File: src/inc/adc_cmd_consts.svh
/*
 * Constants of the serial command and configuration front end:
 * frame geometry, command codes, configuration field positions,
 * multiplexer select codes and sampling lengths.
 * Assumes inclusion by bare name from the design files.
 */
`ifndef ADC_CMD_CONSTS_SVH
`define ADC_CMD_CONSTS_SVH

`define CMD_LAST 5'd3
`define FRAME_LAST 5'd15
`define ZERO_TAIL 4'h0

`define CMD_CHAN_MAX 4'h7
`define CMD_PWRDN 4'h8
`define CMD_CFG_RD 4'h9
`define CMD_CFG_WR 4'ha
`define CMD_TEST_MID 4'hb
`define CMD_TEST_LO 4'hc
`define CMD_TEST_HI 4'hd
`define CMD_FIFO_RD 4'he
`define CMD_RSVD 4'hf

`define SEL_TEST_MID 4'h8
`define SEL_TEST_LO 4'h9
`define SEL_TEST_HI 4'ha
`define SEL_RESET 4'h0

`define CFG_RESET 12'h000
`define CFG_REF_INT 11
`define CFG_REF_2V 10
`define CFG_LONG 9
`define CFG_CLK_HI 8
`define CFG_CLK_LO 7
`define CFG_MODE_HI 6
`define CFG_MODE_LO 5
`define CFG_SWP_HI 4
`define CFG_SWP_LO 3
`define CFG_EOC 2
`define CFG_TRIG_HI 1
`define CFG_TRIG_LO 0

`define SAMPLE_SHORT 5'd12
`define SAMPLE_LONG 5'd24

`endif

File: src/inc/adc_cmd_pkg.sv
/*
 * Types of the serial command and configuration front end.
 * Assumes nothing of its surroundings.
 */
package adc_cmd_pkg;

typedef enum logic [1:0] {
    FR_IDLE = 2'b00,
    FR_WAIT_FS = 2'b01,
    FR_ACTIVE = 2'b10,
    FR_DONE = 2'b11
} frame_st_t;

typedef enum logic [1:0] {
    MODE_SINGLE = 2'b00,
    MODE_REPEAT = 2'b01,
    MODE_SWEEP = 2'b10,
    MODE_REP_SWEEP = 2'b11
} conv_mode_t;

typedef enum logic [1:0] {
    CCLK_OSC = 2'b00,
    CCLK_SCLK = 2'b01,
    CCLK_DIV4 = 2'b10,
    CCLK_DIV2 = 2'b11
} conv_clk_t;

endpackage

File: src/rtl/sample_timer.sv
/*
 * Normal sampling period timer: counts serial clock capture edges
 * after a conversion command and flags the start of conversion.
 * Assumes tick is a one-cycle pulse per capture edge on mclk.
 */
`timescale 1ns/10ps
`include "adc_cmd_consts.svh"

module sample_timer (
    input wire logic mclk,
    input wire logic rst,
    input wire logic start,
    input wire logic stop,
    input wire logic tick,
    input wire logic long_sel,
    output logic sampling,
    output logic conv_start
);

logic [4:0] cnt_r;
logic [4:0] len;

assign len = long_sel ? `SAMPLE_LONG : `SAMPLE_SHORT;

always_ff @(posedge mclk or posedge rst)
begin
    if (rst)
    begin
        cnt_r <= 5'h00;
        sampling <= 1'b0;
        conv_start <= 1'b0;
    end
    else
    begin
        conv_start <= 1'b0;
        if (start)
        begin
            cnt_r <= 5'h00;
            sampling <= 1'b1;
        end
        else if (stop)
            sampling <= 1'b0;
        else if (sampling && tick)
        begin
            if (cnt_r == len - 5'd1)
            begin
                sampling <= 1'b0;
                conv_start <= 1'b1;
            end
            cnt_r <= cnt_r + 5'd1;
        end
    end
end

endmodule

File: src/rtl/adc_serial_command_config.sv
/*
 * Serial command decoder and configuration register of a multi-input
 * successive-approximation converter, with the serial output shifter.
 * Assumes cs_n, sclk, sdi and frame_sync_in synchronous to mclk and
 * slow enough that every sclk level lasts at least one mclk cycle.
 */
`timescale 1ns/10ps
`include "adc_cmd_consts.svh"

module adc_serial_command_config #(
    parameter int NUM_INPUTS = 8
) (
    input wire logic mclk,
    input wire logic rst,
    input wire logic cs_n,
    input wire logic sclk,
    input wire logic sdi,
    input wire logic frame_sync_in,
    input wire logic hw_pwdn,
    input wire logic [11:0] out_buffer,
    output logic sdo,
    output logic sdo_oe,
    output logic [11:0] converter_configuration,
    output logic [3:0] serial_command_code,
    output logic [3:0] channel_sel,
    output logic sample_start,
    output logic sampling,
    output logic conv_start,
    output logic soft_pwdn,
    output logic fifo_pop,
    output logic ref_internal,
    output logic ref_2v,
    output logic long_sample,
    output adc_cmd_pkg::conv_clk_t conv_clk_sel,
    output adc_cmd_pkg::conv_mode_t conv_mode,
    output logic [1:0] sweep_order,
    output logic eoc_pin_mode,
    output logic [1:0] fifo_threshold
);
import adc_cmd_pkg::*;

function automatic logic is_conv(input logic [3:0] c);
    if (c <= `CMD_CHAN_MAX)
        is_conv = (NUM_INPUTS == 8) || !c[0];
    else
        is_conv = (c == `CMD_TEST_MID) || (c == `CMD_TEST_LO) ||
                  (c == `CMD_TEST_HI);
endfunction

function automatic logic [3:0] chan_of(input logic [3:0] c);
    if (c <= `CMD_CHAN_MAX)
        chan_of = (NUM_INPUTS == 8) ? c : {1'b0, c[3:1]};
    else if (c == `CMD_TEST_MID)
        chan_of = `SEL_TEST_MID;
    else if (c == `CMD_TEST_LO)
        chan_of = `SEL_TEST_LO;
    else
        chan_of = `SEL_TEST_HI;
endfunction

logic cs_q, sclk_q, fs_q, dsp_r;
frame_st_t st_r;
frame_st_t st_nxt;
logic [4:0] in_cnt_r;
logic [15:0] shift_in_r;
logic [4:0] out_cnt_r;
logic [15:0] out_sr_r;
logic oe_r;
logic [11:0] cfg_r;
logic [3:0] cmd_r;
logic [3:0] chan_r;
logic pwdn_r;
logic pop_r;
logic cs_fall, sclk_rise, sclk_fall, fs_fall, cap_edge, out_edge;
logic frame_go, cap_en, out_en, cmd_done, word_done;
logic [3:0] cmd_now;
logic [11:0] cfg_data;
logic cfg_we;

// pins are synchronous, so one stage suffices for edge detection
always_ff @(posedge mclk or posedge rst)
begin
    if (rst)
    begin
        cs_q <= 1'b1;
        sclk_q <= 1'b0;
        fs_q <= 1'b1;
    end
    else
    begin
        cs_q <= cs_n;
        sclk_q <= sclk;
        fs_q <= frame_sync_in;
    end
end

assign cs_fall = cs_q & ~cs_n;
assign sclk_rise = ~sclk_q & sclk;
assign sclk_fall = sclk_q & ~sclk;
assign fs_fall = fs_q & ~frame_sync_in;
assign cap_edge = dsp_r ? sclk_fall : sclk_rise;
assign out_edge = dsp_r ? sclk_rise : sclk_fall;

// interface flavour is latched once per select low period
always_ff @(posedge mclk or posedge rst)
begin
    if (rst)
        dsp_r <= 1'b0;
    else if (cs_fall)
        dsp_r <= ~frame_sync_in;
end

always_comb
begin
    st_nxt = st_r;
    case (st_r)
        FR_IDLE:
            if (cs_fall)
                st_nxt = frame_sync_in ? FR_ACTIVE : FR_WAIT_FS;
        FR_WAIT_FS:
            if (fs_fall)
                st_nxt = FR_ACTIVE;
        FR_ACTIVE:
            if (word_done)
                st_nxt = FR_DONE;
        FR_DONE:
            if (frame_go)
                st_nxt = FR_ACTIVE;
        default:
            st_nxt = FR_IDLE;
    endcase
    if (cs_n)
        st_nxt = FR_IDLE;
end

always_ff @(posedge mclk or posedge rst)
begin
    if (rst)
        st_r <= FR_IDLE;
    else
        st_r <= st_nxt;
end

// with select held low a frame sync device frames on every sync fall outside an active frame
assign frame_go = ~cs_n &&
    ((st_r == FR_IDLE && cs_fall && frame_sync_in) ||
     ((st_r == FR_WAIT_FS || st_r == FR_DONE) && dsp_r && fs_fall));
assign cap_en = ~cs_n && st_r == FR_ACTIVE && cap_edge;
assign cmd_done = cap_en && in_cnt_r == `CMD_LAST;
assign word_done = cap_en && in_cnt_r == `FRAME_LAST;
assign cmd_now = {shift_in_r[2:0], sdi};
assign cfg_data = {shift_in_r[10:0], sdi};

// counter only moves on edges, so a paused clock just waits
always_ff @(posedge mclk or posedge rst)
begin
    if (rst)
    begin
        in_cnt_r <= 5'h00;
        shift_in_r <= 16'h0000;
    end
    else if (frame_go)
        in_cnt_r <= 5'h00;
    else if (cap_en)
    begin
        shift_in_r <= {shift_in_r[14:0], sdi};
        in_cnt_r <= in_cnt_r + 5'd1;
    end
end

always_ff @(posedge mclk or posedge rst)
begin
    if (rst)
        cmd_r <= `CMD_RSVD;
    else if (cmd_done)
        cmd_r <= cmd_now;
end

// blocked while powered down; a select command ends software power down first, but not hw_pwdn
assign cfg_we = word_done && cmd_r == `CMD_CFG_WR && ~hw_pwdn && ~pwdn_r;

always_ff @(posedge mclk or posedge rst)
begin
    if (rst)
        cfg_r <= `CFG_RESET;
    else if (cfg_we)
        cfg_r <= cfg_data;
end

always_ff @(posedge mclk or posedge rst)
begin
    if (rst)
        pwdn_r <= 1'b0;
    else if (cmd_done && cmd_now == `CMD_PWRDN)
        pwdn_r <= 1'b1;
    else if (cmd_done && is_conv(cmd_now))
        pwdn_r <= 1'b0;
end

always_ff @(posedge mclk or posedge rst)
begin
    if (rst)
        chan_r <= `SEL_RESET;
    else if (cmd_done && is_conv(cmd_now))
        chan_r <= chan_of(cmd_now);
end

always_ff @(posedge mclk or posedge rst)
begin
    if (rst)
        pop_r <= 1'b0;
    else
        pop_r <= cmd_done && cmd_now == `CMD_FIFO_RD;
end

// reserved and odd four-input codes fall through with no effect
assign sample_start = cmd_done && is_conv(cmd_now);

sample_timer u_timer (
    .mclk(mclk),
    .rst(rst),
    .start(sample_start),
    .stop(cmd_done && cmd_now == `CMD_PWRDN),
    .tick(cap_edge),
    .long_sel(cfg_r[`CFG_LONG]),
    .sampling(sampling),
    .conv_start(conv_start)
);

assign out_en = out_edge && ~cs_n && oe_r && out_cnt_r < in_cnt_r;

// buffered result is preloaded since the command is still unknown
always_ff @(posedge mclk or posedge rst)
begin
    if (rst)
    begin
        out_sr_r <= 16'h0000;
        out_cnt_r <= 5'h00;
        oe_r <= 1'b0;
    end
    else if (cs_n)
        oe_r <= 1'b0;
    else if (frame_go)
    begin
        out_sr_r <= {out_buffer, `ZERO_TAIL};
        out_cnt_r <= 5'h00;
        oe_r <= 1'b1;
    end
    else if (cmd_done && cmd_now == `CMD_CFG_RD)
        out_sr_r <= {out_sr_r[15], cfg_r, 3'b000};
    else if (out_en)
    begin
        if (out_cnt_r == `FRAME_LAST)
            oe_r <= 1'b0;
        out_sr_r <= {out_sr_r[14:0], 1'b0};
        out_cnt_r <= out_cnt_r + 5'd1;
    end
end

assign sdo = out_sr_r[15];
assign sdo_oe = oe_r;
assign converter_configuration = cfg_r;
assign serial_command_code = cmd_r;
assign channel_sel = chan_r;
assign soft_pwdn = pwdn_r;
assign fifo_pop = pop_r;
assign ref_internal = cfg_r[`CFG_REF_INT];
assign ref_2v = cfg_r[`CFG_REF_2V];
assign long_sample = cfg_r[`CFG_LONG];
assign conv_clk_sel = conv_clk_t'(cfg_r[`CFG_CLK_HI:`CFG_CLK_LO]);
assign conv_mode = conv_mode_t'(cfg_r[`CFG_MODE_HI:`CFG_MODE_LO]);
assign sweep_order = conv_mode[1] ?
    cfg_r[`CFG_SWP_HI:`CFG_SWP_LO] : 2'b00;
assign eoc_pin_mode = cfg_r[`CFG_EOC];
assign fifo_threshold = cfg_r[`CFG_TRIG_HI:`CFG_TRIG_LO];

spi_frame_a: assert property (@(posedge mclk) disable iff (rst)
    st_r == FR_IDLE && cs_fall && frame_sync_in |=>
    st_r == FR_ACTIVE && sdo_oe && !dsp_r)
    else $error("select fall did not open a frame");

dsp_frame_a: assert property (@(posedge mclk) disable iff (rst)
    st_r == FR_WAIT_FS && fs_fall && !cs_n |=> st_r == FR_ACTIVE && sdo_oe)
    else $error("sync fall did not open a frame");

cmd_latch_a: assert property (@(posedge mclk) disable iff (rst)
    cap_en && in_cnt_r == 5'd3 |=>
    serial_command_code == $past(cmd_now) && in_cnt_r == 5'd4)
    else $error("command not taken after four bits");

pwrdn_cmd_a: assert property (@(posedge mclk) disable iff (rst)
    cmd_done && cmd_now == `CMD_PWRDN |=> soft_pwdn && !sampling)
    else $error("power down command ignored");

cfg_read_a: assert property (@(posedge mclk) disable iff (rst)
    cmd_done && cmd_now == `CMD_CFG_RD |=> out_sr_r[14:3] == cfg_r)
    else $error("configuration not loaded for readback");

cfg_write_a: assert property (@(posedge mclk) disable iff (rst)
    cfg_we |=> converter_configuration == $past(cfg_data))
    else $error("configuration write lost");

fifo_tail_a: assert property (@(posedge mclk) disable iff (rst)
    frame_go |=> out_sr_r[3:0] == 4'h0 && out_cnt_r == 5'd0)
    else $error("result frame tail not zero");

cfg_hold_a: assert property (@(posedge mclk) disable iff (rst)
    soft_pwdn || hw_pwdn |=> $stable(converter_configuration))
    else $error("configuration changed in power down");

sweep_gate_a: assert property (@(posedge mclk) disable iff (rst)
    conv_mode == MODE_SINGLE || conv_mode == MODE_REPEAT |-> sweep_order == 2'b00)
    else $error("sweep order active outside sweep");

sample_go_a: assert property (@(posedge mclk) disable iff (rst)
    sample_start |=> sampling ##0 serial_command_code <= `CMD_TEST_HI)
    else $error("sampling did not start");

no_sample_a: assert property (@(posedge mclk) disable iff (rst)
    cmd_done && (cmd_now == `CMD_RSVD || cmd_now == `CMD_FIFO_RD ||
    cmd_now == `CMD_CFG_WR) |-> !sample_start)
    else $error("non-select command started sampling");

sdo_idle_a: assert property (@(posedge mclk) disable iff (rst)
    cs_n |=> !sdo_oe)
    else $error("serial output driven while deselected");

sdo_release_a: assert property (@(posedge mclk) disable iff (rst)
    out_en && out_cnt_r == 5'd15 |=> !sdo_oe ##1 !sdo_oe || frame_go)
    else $error("serial output not released after bit 16");

cfg_write_c: cover property (@(posedge mclk) disable iff (rst) cfg_we);
fifo_read_c: cover property (@(posedge mclk) disable iff (rst) fifo_pop);
dsp_frame_c: cover property (@(posedge mclk) disable iff (rst)
    dsp_r && frame_go);
long_sample_c: cover property (@(posedge mclk) disable iff (rst)
    conv_start && long_sample);

endmodule

File: config.mk
export PLATFORM = sky130hd
export DESIGN_NAME = adc_serial_command_config
export DESIGN_NICKNAME = d
export VERILOG_FILES = /design/src/inc/adc_cmd_pkg.sv /design/src/rtl/sample_timer.sv /design/src/rtl/adc_serial_command_config.sv
export VERILOG_INCLUDE_DIRS = /design/src /design/src/inc
export SDC_FILE = /design/constraint.sdc
export NUM_CORES = 1
export LEC_CHECK = 0
export ABC_AREA = 1
export BUFFER_PORTS_ARGS = -buffer_cell sky130_fd_sc_hd__buf_4
export CORE_ASPECT_RATIO = 0.75
export CORE_MARGIN = 3
export CORE_UTILIZATION = 42
export CTS_BUF_LIST = sky130_fd_sc_hd__clkbuf_16
export DETAILED_ROUTE_END_ITERATION = 10
export PLACE_DENSITY_LB_ADDON = 0.15
export SYNTH_ARGS = -nofsm -noshare
export SYNTH_HDL_FRONTEND = slang
export SYNTH_SLANG_ARGS = --single-unit
File: constraint.sdc
create_clock -name mclk -period 5.1 [get_ports mclk]
set_clock_uncertainty 0.05 [all_clocks]
set_input_delay 0.51 -clock mclk [delete_from_list [all_inputs] [get_ports mclk]]
set_output_delay 0.51 -clock mclk [all_outputs]
set_load 0.05 [all_outputs]
# Word level (Yosys, flattened, before mapping)
# Cells that the tools add are included.
[classes]
eq_ne = 21
magnitude_cmp = 2
reduce_logical = 42
n_mux = 42
n_addsub = 4
n_bitwise = 11
[op_table]
columns = ["op", "count"]
rows = [
  ["16-bit 2-to-1 mux", 3],
  ["5-bit 2-to-1 mux", 9],
  ["4-bit == test (second input constant)", 7],
  ["1-bit logical AND", 21],
  ["1-bit 2-to-1 mux", 19],
  ["2-bit 2-to-1 mux", 9],
  ["5-bit by 1-bit adder with 5-bit output (second input constant)", 3],
  ["3-bit != test (second input constant)", 5],
  ["3-bit nonzero test", 5],
  ["5-bit by 4-bit == test with 1-bit output (second input constant)", 2],
  ["2-bit one-hot mux with 4 select lines", 1],
  ["2-bit AND reduction", 4],
  ["2-bit nonzero test", 4],
  ["1-bit NOT", 7],
  ["3-bit AND reduction", 2],
  ["5-bit by 2-bit == test with 1-bit output (second input constant)", 1],
  ["5-bit == test", 1],
  ["5-bit < comparator", 1],
  ["5-bit by 1-bit subtractor with 5-bit output (second input constant)", 1],
  ["1-bit bitwise AND", 4],
  ["2-bit == test (second input constant)", 2],
  ["4-bit by 3-bit <= comparator with 1-bit output (second input constant)", 1],
  ["1-bit logical OR", 4],
  ["4-bit 2-to-1 mux", 1],
  ["other kinds (4)", 5],
]
[word_totals]
inputBits = 19
ff_bits = 73
word_cells = 141

# Logic depth before layout (Yosys ltp)
# Gate-level depths: netlist of run 1.
[depth]
word_depth = 10
depth_mapped = 13
depth_no_buf = 12

# Modules after synthesis
# A second synthesis of run 1 with hierarchy kept.
[unflattened]
hier_cells = 446
area_unflattened_um2 = 3614.7
[by_module_without_submodules]
columns = ["mod", "instances", "cells_each", "area_per_inst_um2", "seq_area_each_um2"]
rows = [
  ["adc_serial_command_config", 1, 398, 3248.1, 1584.0],
  ["sample_timer", 1, 48, 366.6, 175.2],
]

# Worst setup path after synthesis of run 1
# No wires, ideal clock.
[synth_path]
path_kind = "in2out"
start = "in sclk"
end = "out sample_start"
path_buffers = 0
path_stages = 5
arrival_ps = 1377
slack_ps = 3163
cell_sequence = "inv_1 > nand3_1 > a21oi_4 > nand3_2 > inv_1"
[synth_via]
elab_chain_cells = 6
word_cells_on_any_way = 7
[synth_lines]
columns = ["item", "line", "text"]
rows = [
  ["from (decl)", "adc_serial_command_config.sv:16", "input wire logic sclk,"],
  ["1-bit NOT", "adc_serial_command_config.sv:99", "assign sclk_fall = sclk_q & ~sclk;"],
  ["1-bit bitwise AND", "adc_serial_command_config.sv:99", ""],
  ["1-bit 2-to-1 mux (*)", "adc_serial_command_config.sv:101", "assign cap_edge = dsp_r ? sclk_fall : sclk_rise;"],
  ["1-bit logical AND (*)", "adc_serial_command_config.sv:148", "assign cap_en = ~cs_n && st_r == FR_ACTIVE && cap_edge;"],
  ["1-bit logical AND (no source line) (*)", "--", ""],
  ["1-bit logical AND (*)", "adc_serial_command_config.sv:217", "assign sample_start = cmd_done && is_conv(cmd_now);"],
  ["to (decl)", "adc_serial_command_config.sv:26", "output logic sample_start,"],
]
# Every way passes the cells marked *; elsewhere a longest branch is shown, timed or not.

# Worst setup path after layout of run 1
[layout_path]
start = "reg st_r[0]"
end = "out sample_start"
[layout_via]
elab_chain_cells = 5
[layout_lines]
columns = ["item", "line", "text"]
rows = [
  ["from (decl)", "adc_serial_command_config.sv:62", "frame_st_t st_r;"],
  ["from (signal assigned)", "adc_serial_command_config.sv:141", "st_r <= st_nxt;"],
  ["2-bit == test", "adc_serial_command_config.sv:148", ""],
  ["1-bit logical AND (2 in a row)", "adc_serial_command_config.sv:148", ""],
  ["1-bit logical AND (no source line)", "--", ""],
  ["1-bit logical AND", "adc_serial_command_config.sv:217", ""],
]
# Every way passes these cells.

==> results of run 1 <==
-- worst paths after layout --
check                                       endpoint  cells past startpoint
max                                     sample_start                      7
min                                   cs_q$_DFF_PP1_                      1
max reg2reg                  out_sr_r[3]$_DFFE_PP0P_                      7
min reg2reg                shift_in_r[6]$_DFFE_PP0P_                      2
max in group asynchronous  shift_in_r[1]$_DFFE_PP0P_                      3
min in group asynchronous        st_r[0]$_DFFE_PP0P_                      3
-- state kept, by name (all words and copies together), names as in the netlist, 2 cells and up --
name                     count
out_sr_r                    13
converter_configuration     12
shift_in_r                  11
in_cnt_r                     5
out_cnt_r                    5
u_timer.cnt_r                5
channel_sel                  4
serial_command_code          4
st_r                         2
-- worst max-delay path, cell delays in order (launching register included) --
cell	delay, ns
dfrtp_1	0.47
nor2_2	0.18
nand2_1	0.10
a21oi_4	0.11
buf_4	0.37
nand3_2	0.38
inv_1	0.17
buf_4	0.21
-- cell type report --
cell class                 instances  area [sq um]
multi-input combinational        299          1520
clock inverter                     7          33.8
inverter                          50           188
timing repair buffer              60           450
tap                              105           131
sequential                        70          1760
clock buffer                       9           225
fill                             762          3850
-- cells in the mapped netlist, drive strengths merged --
library cell / n / area (sq um)
nand2: 117 / 462
dfrtp: 64 / 1600
o21ai: 54 / 282
nand3: 53 / 270
inv: 50 / 188
buf: 24 / 160
nand4: 17 / 106
nor2: 15 / 61.3
or2: 13 / 83.8
ha: 9 / 113
a21oi: 8 / 51.3
dfstp: 6 / 158
nor3: 5 / 25.0
clkbuf: 4 / 15.0
xor2: 2 / 17.5
nand3b: 1 / 7.51
o2111ai: 1 / 8.76
o21a: 1 / 7.51
o22ai: 1 / 6.26
o31ai: 1 / 12.5
xnor2: 1 / 8.76
-- logic make-up (layout without fill, tap and decap cells) --
group / count (synthesis) / after routing / synth area share [%]
simple gates: 221 / 221 / 27.9
flops: 70 / 70 / 48.3
buf+inv: 78 / 126 / 9.96
fa+ha+maj: 9 / 9 / 3.09
compound gates: 66 / 66 / 10.1
xor+xnor: 3 / 3 / 0.721
-- stage by stage --
step           total power [W]  hold slack [ns]  instances  setup WS (ns)
2_1_floorplan          0.00127            0.403        447           2.78
3_3_place_gp           0.00138            0.413        584           2.47
3_5_place_dp           0.00140            0.428        584           2.42
4_1_cts                0.00197            0.249        600           2.20
5_1_grt                0.00211            0.254        600           1.98
6_report               0.00195            0.264        600           2.19
-- routing by layer --
layer | vias to the layer above | global-route usage, % | part of all wire (%)
met4 | 0 | 6.33 | 1.1
li1 | 1541 | - | -
met3 | 10 | 5.37 | 4.0
met2 | 56 | 27.2 | 43
met5 | - | 0 | 0
met1 | 1407 | 24.6 | 52
-- power groups by stage --
stage / combinational (W) / clock, W / sequential [W]
floorplan: 0.000408 / 0 / 0.000857
global placement: 0.000554 / 0 / 0.000827
detailed placement: 0.000568 / 0 / 0.000831
CTS: 0.000572 / 0.000570 / 0.000824
global route: 0.000671 / 0.000593 / 0.000847
finish: 0.000568 / 0.000554 / 0.000824
==> out/summary.txt, run 1 <==
Most common cell after layout, fill and taps aside: nand2_1
Vias per cell: 5.02
Clock-pin slew on the worst setup and hold paths: 0.05 ns
H-tree depth: 3
Max Clock Freq: 0.343 GHz
Worst min path class: in2reg
Sequential power share: 42.4%
Global-route wire length before repair: 14000 um
DRT iter0 DRCs: 200
Hold path startpoint: cs_n
Total global-route track usage: 18.0%
Logic pwr share: 29.2%
IO Count: 58
Peak VDD IR: 0.000206 V
Post-CTS Setup Bufs: 0
Dpl hpwl: 5430 um
Worst R2R Setup Slack: 2.48 ns
Antenna Nets Post-Route: 0
Net Count, Synth: 475
Final Cell Area: 0.00431 sq mm
# Max-Cap Violations: 0
Vias: 3014
Internal power: 0.00124 W
Worst Max-Slew Pin Slew: 1.00 ns
Sequential area share after synthesis: 48.3%
Most frequent cells in the layout: nand2_1 (112), dfrtp_1 (64), buf_4 (60)
Buffers on Ports: 57
Die area: 0.00984 sq mm
Tcrit/Tclk final: 57.1%
Max Slew Vio Count: 0
CP endpoint kind: output pin
Status: finished, final reports clean
Relative slew slack: 32.9%
Pwr/cell area: 452 mW/mm^2
Final min period: 2.91 ns
Final design utilization: 52.8%
Mapped cell area: 0.00364 sq mm
Number of global-route vias before repair: 2920
WL final: 8130 um
Post-CTS Resized: 0
Die height: 86.7 um
DIE WIDTH: 114 um
Total grt overflow: 0
RD Place Congestion: 0.829
Final Hold Violating Endpoints: 0
Clock sinks: 70
Ys Warns: 0
First-pass DRT Iterations: 4
Mean routed wirelength per cell: 13.5 um
Largest net degree at the start of global routing: 71
Critical path fanouts, max: 42
Kind of critical path: reg2out
Drc violations: 0
Layout area overhead: 18.3%
Reg2reg start: shift_in_r[1]$_DFFE_PP0P_
CTS buffer count: 9
Switching power: 0.000709 W
Synthesized flop and latch total: 70
Clock Root Buffer: clkbuf_16
Crit start category: flop
RSZ-0062 raised after global routing: false
Cell count after synthesis: 447
# hold bufs at CTS: 0
# diodes: 0
Lkg Pwr: 2.18 nW
CTS tree: done
Nets: 518
Placed Area: 0.00405 sq mm
Num rows: 28
Ratio of cells with drive above 1 in the final layout: 19.6%
Clock share of power: 28.5%
Sw Ratio: 36.4%
Clock Latency Late Sink: 0.33 ns
CTS max path bufs: 2
Initial antenna violation count: 0
TNS Setup: 0 ns
Netlist cell types: 34
Initial Util: 44.7%
Endpoints failing setup: 0
Avg Inst Size Synth: 8.15 sq um
Critical Path RT: 4.54 ns
Core area: 0.00816 sq mm
CP arrival: 2.35 ns
CP Launch Point: st_r[0]$_DFFE_PP0P_
Note: power is estimated with default switching activity, not from simulation.
==> run 2, diff against run 1 <==
Settings changed: ABC_AREA 1 to 0.
Clock period 5.1 ns to 3 ns, I/O delays scaled along.
==> out/summary.txt, run 2 <==
Status: finished, final reports clean
Lkg Pwr: 2.21 nW
Critical path fanouts, max: 11
Number of global-route vias before repair: 2538
Overall power: 0.00284 W
Clock sinks: 70
Sequential area share after synthesis: 48.4%
Net Count, Synth: 369
Kind of critical path: reg2out
Top FF cell, synth: dfrtp_1
Vias per cell: 5.20
Most common cell after layout, fill and taps aside: buf_4
H-tree depth: 3
Largest net degree at the start of global routing: 29
Mapped cell area: 0.00364 sq mm
Clock Root Buffer: clkbuf_16
Max Clock Freq: 0.390 GHz
Final Cell Area: 0.00444 sq mm
Placed insts: 485
CP Launch Point: dsp_r$_DFFE_PP0N_
Initial antenna violation count: 0
Avg Inst Size Synth: 10.7 sq um
Slowest stage cell, crit path: dfrtp_1
Ranking of synthesized cells by area: dfrtp_1 (44%), nand2_1 (5.5%), dfstp_2 (4.3%)
Most frequent cell after synthesis: dfrtp_1
Num rows: 28
Ratio of cells with drive above 1 in the final layout: 30.5%
Hold path startpoint: sclk
Relative slew slack: 58.7%
IO Count: 58
CTS max path bufs: 2
Most frequent cells in the layout: buf_4 (66), dfrtp_1 (64), nand2_1 (53)
Core area: 0.00816 sq mm
Critical Path RT: 2.65 ns
CP arrival: 2.22 ns
DRT iter0 DRCs: 152
Crit start category: flop
Clock-pin slew on the worst setup and hold paths: 0.06 ns
Ys Warns: 0
Cell count after synthesis: 341
Synthesized flop and latch total: 70
Placed Area: 0.00410 sq mm
CP endpoint kind: output pin
# diodes: 0
Asr flop ratio synth: 100%
Cell taking the most area after synthesis: dfrtp_1
Die height: 86.6 um
Nets: 420
Drc violations: 0
Dpl hpwl: 5700 um
Tcrit/Tclk final: 85.5%
Crit path cell chain: nor3b_2 -> o211ai_1 -> a21oi_1 -> buf_4 -> buf_4
First-pass DRT Iterations: 4
Total global-route track usage: 17.7%
DIE WIDTH: 113 um
Clock Latency Late Sink: 0.34 ns
Buffers on Ports: 57
Max Slew Vio Count: 0
Top Family by Delay on Critical Path: compound AO/OA/AOI/OAI gates
Initial Util: 44.6%
TNS Setup: 0 ns
Pwr/cell area: 640 mW/mm^2
Mean routed wirelength per cell: 16.1 um
Worst Max-Slew Pin Slew: 0.617 ns
Top cells by count, synth: dfrtp_1 (64), nand2_1 (53), o21ai_0 (27), nor2_1 (17), inv_1 (15)
Endpoints failing setup: 0
Layout area overhead: 21.9%
CP max stage delay: 0.46 ns
Vias: 2610
Final min period: 2.57 ns
Buf+Inv Stages, Crit Path: 2
Peak VDD IR: 0.000536 V
Area share of the largest cell type after synthesis: 44.0%
Worst min path class: in2reg
Total grt overflow: 0
# Max-Cap Violations: 0
Global-route wire length before repair: 13500 um
Final Hold Violating Endpoints: 0
Reg2reg start: in_cnt_r[2]$_DFFE_PP0P_
Post-synth EDFFs: 0
Worst setup margin: 0.434 ns
Number of flip-flops under the largest register name: 13
CTS tree: done
Die area: 0.00982 sq mm
Place WS: 0.513 ns
RSZ-0062 raised after global routing: false
Largest Register: out_sr_r
Antenna Nets Post-Route: 0
CP dominant cell by count: buf_4
Final Non-Filler Cells: 502
CTS buffer count: 9
RD Place Congestion: 0.782
Netlist cell types: 57
WL final: 8090 um
==> run 2: cell types whose count changed after synthesis, sizes merged, moves of 4 or more <==
| cell | before | now |
|---|---|---|
| and2 | 0 | 5 |
| buf | 24 | 18 |
| clkbuf | 4 | 9 |
| inv | 50 | 15 |
| mux2 | 0 | 32 |
| mux2i | 0 | 12 |
| nand2 | 117 | 53 |
| nand3 | 53 | 3 |
| nand4 | 17 | 2 |
| nor2b | 0 | 4 |
| nor3b | 0 | 5 |
| o21ai | 54 | 27 |
| or2 | 13 | 2 |
==> run 2: where the power goes <==
group	internal, W	total [W]	switching, W
Combinational	0.000245	0.000473	0.000228
Sequential	0.00107	0.00122	0.000148
Clock	0.000730	0.00115	0.000417
Total	0.00205	0.00284	0.000792
==> run 2: per-stage QoR <==
step / util [%] / hold WS [ns]
6_report: 54.3 / 0.0471
5_1_grt: 54.3 / 0.0378
4_1_cts: 54.3 / 0.0384
3_5_place_dp: 50.3 / 0.365
3_3_place_gp: 50.3 / 0.352
2_1_floorplan: - / 0.254
==> run 2: metal layers <==
layer  routed length [um]  vias to the layer above  GRT usage [%]
met5                    0                        -              0
met4                   85                        0           5.90
met3                  321                       10           4.88
met2                 3440                       48           24.7
met1                 4250                     1269           26.6
li1                     -                     1283              -
==> run 2: path summary, 6_finish.rpt <==
kind                                                       to  slack, ns  cells past startpoint
setup / recovery                                 sample_start       0.43                      5
hold / removal                               sclk_q$_DFF_PP0_       0.05                      1
setup reg to reg                     out_sr_r[12]$_DFFE_PP0P_       0.50                      7
hold reg to reg                    shift_in_r[10]$_DFFE_PP0P_       0.42                      2
max in group asynchronous  serial_command_code[2]$_DFFE_PP1P_       1.59                      4
min in group asynchronous             out_sr_r[4]$_DFFE_PP0P_       0.54                      3
==> run 2: cell families (layout without fill, tap and decap cells) <==
group | Yosys count | count (layout) | share of synthesized area, %
xor+xnor | 6 | 6 | 1.45
flops | 70 | 70 | 48.4
compound gates | 59 | 59 | 11.0
fa+ha+maj | 9 | 9 | 3.10
mux | 44 | 44 | 14.1
simple gates | 111 | 111 | 15.7
buf+inv | 42 | 98 | 6.29
==> run 2: timing repair <==
item	in CTS	in global routing
setup buffers	0	0
gates resized for setup	0	0
hold buffers	1	0
hold endpoints to repair	7	0
==> run 2: area by class of cell <==
class	count	area, sq um
inverter	15	56.3
sequential	70	1760
clock inverter	7	97.6
timing repair buffer	67	505
multi-input combinational	229	1660
clock buffer	9	225
tap	105	131
fill	732	3730
==> run 2: worst register-to-register path, delay by kind of cell (launching register included) <==
| kind | cells | cell delay, ns |
|---|---|---|
| flip-flops | 1 | 0.37 |
| AO/OA/AOI/OAI | 4 | 1.17 |
| buffers and inverters | 1 | 0.08 |
| adder cells (fa/ha/maj) | 1 | 0.31 |
| multiplexers | 1 | 0.40 |
==> run 3, diff against run 2 <==
Settings changed: ABC_AREA 0 to 1.
==> out/summary.txt, run 3 (same netlist as run 1, synthesis figures left out) <==
Status: finished, final reports clean
Post-CTS Resized: 0
CTS buffer count: 9
Buf+Inv Stages, Crit Path: 2
H-tree depth: 3
Worst R2R Setup Slack: 0.72 ns
Reg2reg start: in_cnt_r[0]$_DFFE_PP0P_
Worst-case hold slack: 0.0624 ns
Worst hold path depth: 1
Worst Max-Slew Pin Slew: 0.609 ns
Clock Root Buffer: clkbuf_16
Crit start category: flop
Antenna Nets Post-Route: 0
IO Count: 58
Vias: 3081
Worst Hold Endpoint: fs_q$_DFF_PP1_
Die area: 0.00984 sq mm
Tcrit/Tclk final: 86.0%
First-pass DRT Iterations: 4
Clock-pin slew on the worst setup and hold paths: 0.06 ns
Number of global-route vias before repair: 2960
CTS max path bufs: 2
Die height: 86.7 um
Nets: 522
CP arrival: 2.23 ns
RSZ-0062 raised after global routing: false
Vias per cell: 5.10
Final min period: 2.58 ns
WL final: 8070 um
Largest net degree at the start of global routing: 42
Pwr/cell area: 772 mW/mm^2
Initial Util: 44.7%
Num rows: 28
Clock sinks: 70
RD Place Congestion: 0.873
Logic pwr share: 28.7%
CP endpoint kind: output pin
Critical Path RT: 2.65 ns
# diodes: 0
Worst setup margin: 0.419 ns
WL met3: 428 um
Switching power: 0.00118 W
DRT iter0 DRCs: 221
Total global-route track usage: 17.9%
Most common cell after layout, fill and taps aside: nand2_1
Dpl hpwl: 5770 um
Global-route wire length before repair: 14000 um
Peak VDD IR: 0.000431 V
Internal power: 0.00219 W
Top Family by Delay on Critical Path: simple AND/OR/NAND/NOR gates
TNS Setup: 0 ns
Layout area overhead: 19.8%
Place WS: 0.735 ns
Ratio of cells with drive above 1 in the final layout: 20.2%
Buffers on Ports: 57
DR top layer: met4
# Max-Cap Violations: 0
Final Hold Violating Endpoints: 0
Most frequent cells in the layout: nand2_1 (112), dfrtp_1 (64), buf_4 (63)
Max Slew Vio Count: 0
Post-CTS Setup Bufs: 0
Clock share of power: 29.6%
DIE WIDTH: 114 um
Mean routed wirelength per cell: 13.4 um
Drc violations: 0
Total grt overflow: 0
Endpoints failing setup: 0
Lkg Pwr: 2.22 nW
Critical path fanouts, max: 16
Initial antenna violation count: 0
Met2 Wirelength: 3470 um
Number of flip-flops under the largest register name: 13
Crit path cell chain: ha_1 -> nand2_1 -> nor2_2 -> nand3_2 -> inv_1 -> buf_4
Reg-to-reg endpoint: out_sr_r[3]$_DFFE_PP0P_
Slowest stage cell, crit path: nor2_2
Core area: 0.00816 sq mm
Max Clock Freq: 0.387 GHz
Worst Reg2Reg Path Length in Cells: 7
CP max stage delay: 0.50 ns
Worst min path class: in2reg
Sw Ratio: 35.0%
Clock Latency Late Sink: 0.33 ns
Largest Register: out_sr_r
Kind of critical path: reg2out
CTS tree: done
Hold path startpoint: frame_sync_in
DRT met1 WL: 4020 um
Relative slew slack: 59.3%
Sequential power share: 41.7%
[run 3: changes by cell type in the layout (fill, tap and decap cells not counted), sizes merged, moves of 11 or more]
cell / delta
nand2: +64
nand4: +15
inv: +35
or2: +11
mux2i: -12
nand3: +50
o21ai: +27
mux2: -32
[run 3: stage by stage]
| stage | cell area, sq um | utilization, % | total power [W] | std cells |
|---|---|---|---|---|
| 2_1_floorplan | 3640 | - | 0.00215 | 447 |
| 3_3_place_gp | 4070 | 49.9 | 0.00237 | 587 |
| 3_5_place_dp | 4070 | 49.9 | 0.00239 | 587 |
| 4_1_cts | 4370 | 53.5 | 0.00342 | 604 |
| 5_1_grt | 4370 | 53.5 | 0.00365 | 604 |
| 6_report | 4370 | 53.5 | 0.00337 | 604 |
[run 3: how the worst max path moves through the flow]
stage / from / to / slack [ns] / cells after the start
6_report: in_cnt_r[0]$_DFFE_PP0P_ / sample_start / 0.42 / 6
5_1_grt: in_cnt_r[0]$_DFFE_PP0P_ / sample_start / 0.23 / 6
4_1_cts: in_cnt_r[0]$_DFFE_PP0P_ / sample_start / 0.42 / 6
3_5_place_dp: in_cnt_r[0]$_DFFE_PP0P_ / out_sr_r[3]$_DFFE_PP0P_ / 0.73 / 7
3_3_place_gp: in_cnt_r[0]$_DFFE_PP0P_ / sample_start / 0.81 / 6
2_1_floorplan: rst / channel_sel[0]$_DFFE_PP0P_ / 0.89 / 1
[run 3: power by group through the flow]
stage               logic, W  clock network [W]  registers, W
global route         0.00114            0.00107       0.00144
CTS                 0.000984            0.00103       0.00140
global placement    0.000955                  0       0.00141
finish              0.000968           0.000999       0.00140
detailed placement  0.000976                  0       0.00141
floorplan           0.000694                  0       0.00146
[run 3: what timing repair did]
item                                    CTS  global route
hold endpoints to repair                 10             0
hold buffers                              1             0
endpoints found under the setup margin    0             0
[run 3: layout make-up]
class                   instances  area (sq um)
clock buffers                   9           225
clock inverters                 7          57.6
fillers                       784          3800
inverters                      50           188
multi-input cells             299          1520
flip-flops and latches         70          1760
well taps                     105           131
repair buffers                 64           483
[run 3: per-layer routing]
metal / vias to the layer above / GRT usage (%)
li1: 1547 / -
met1: 1444 / 25.0
met2: 74 / 26.7
met3: 16 / 5.44
met4: 0 / 6.11
met5: - / 0
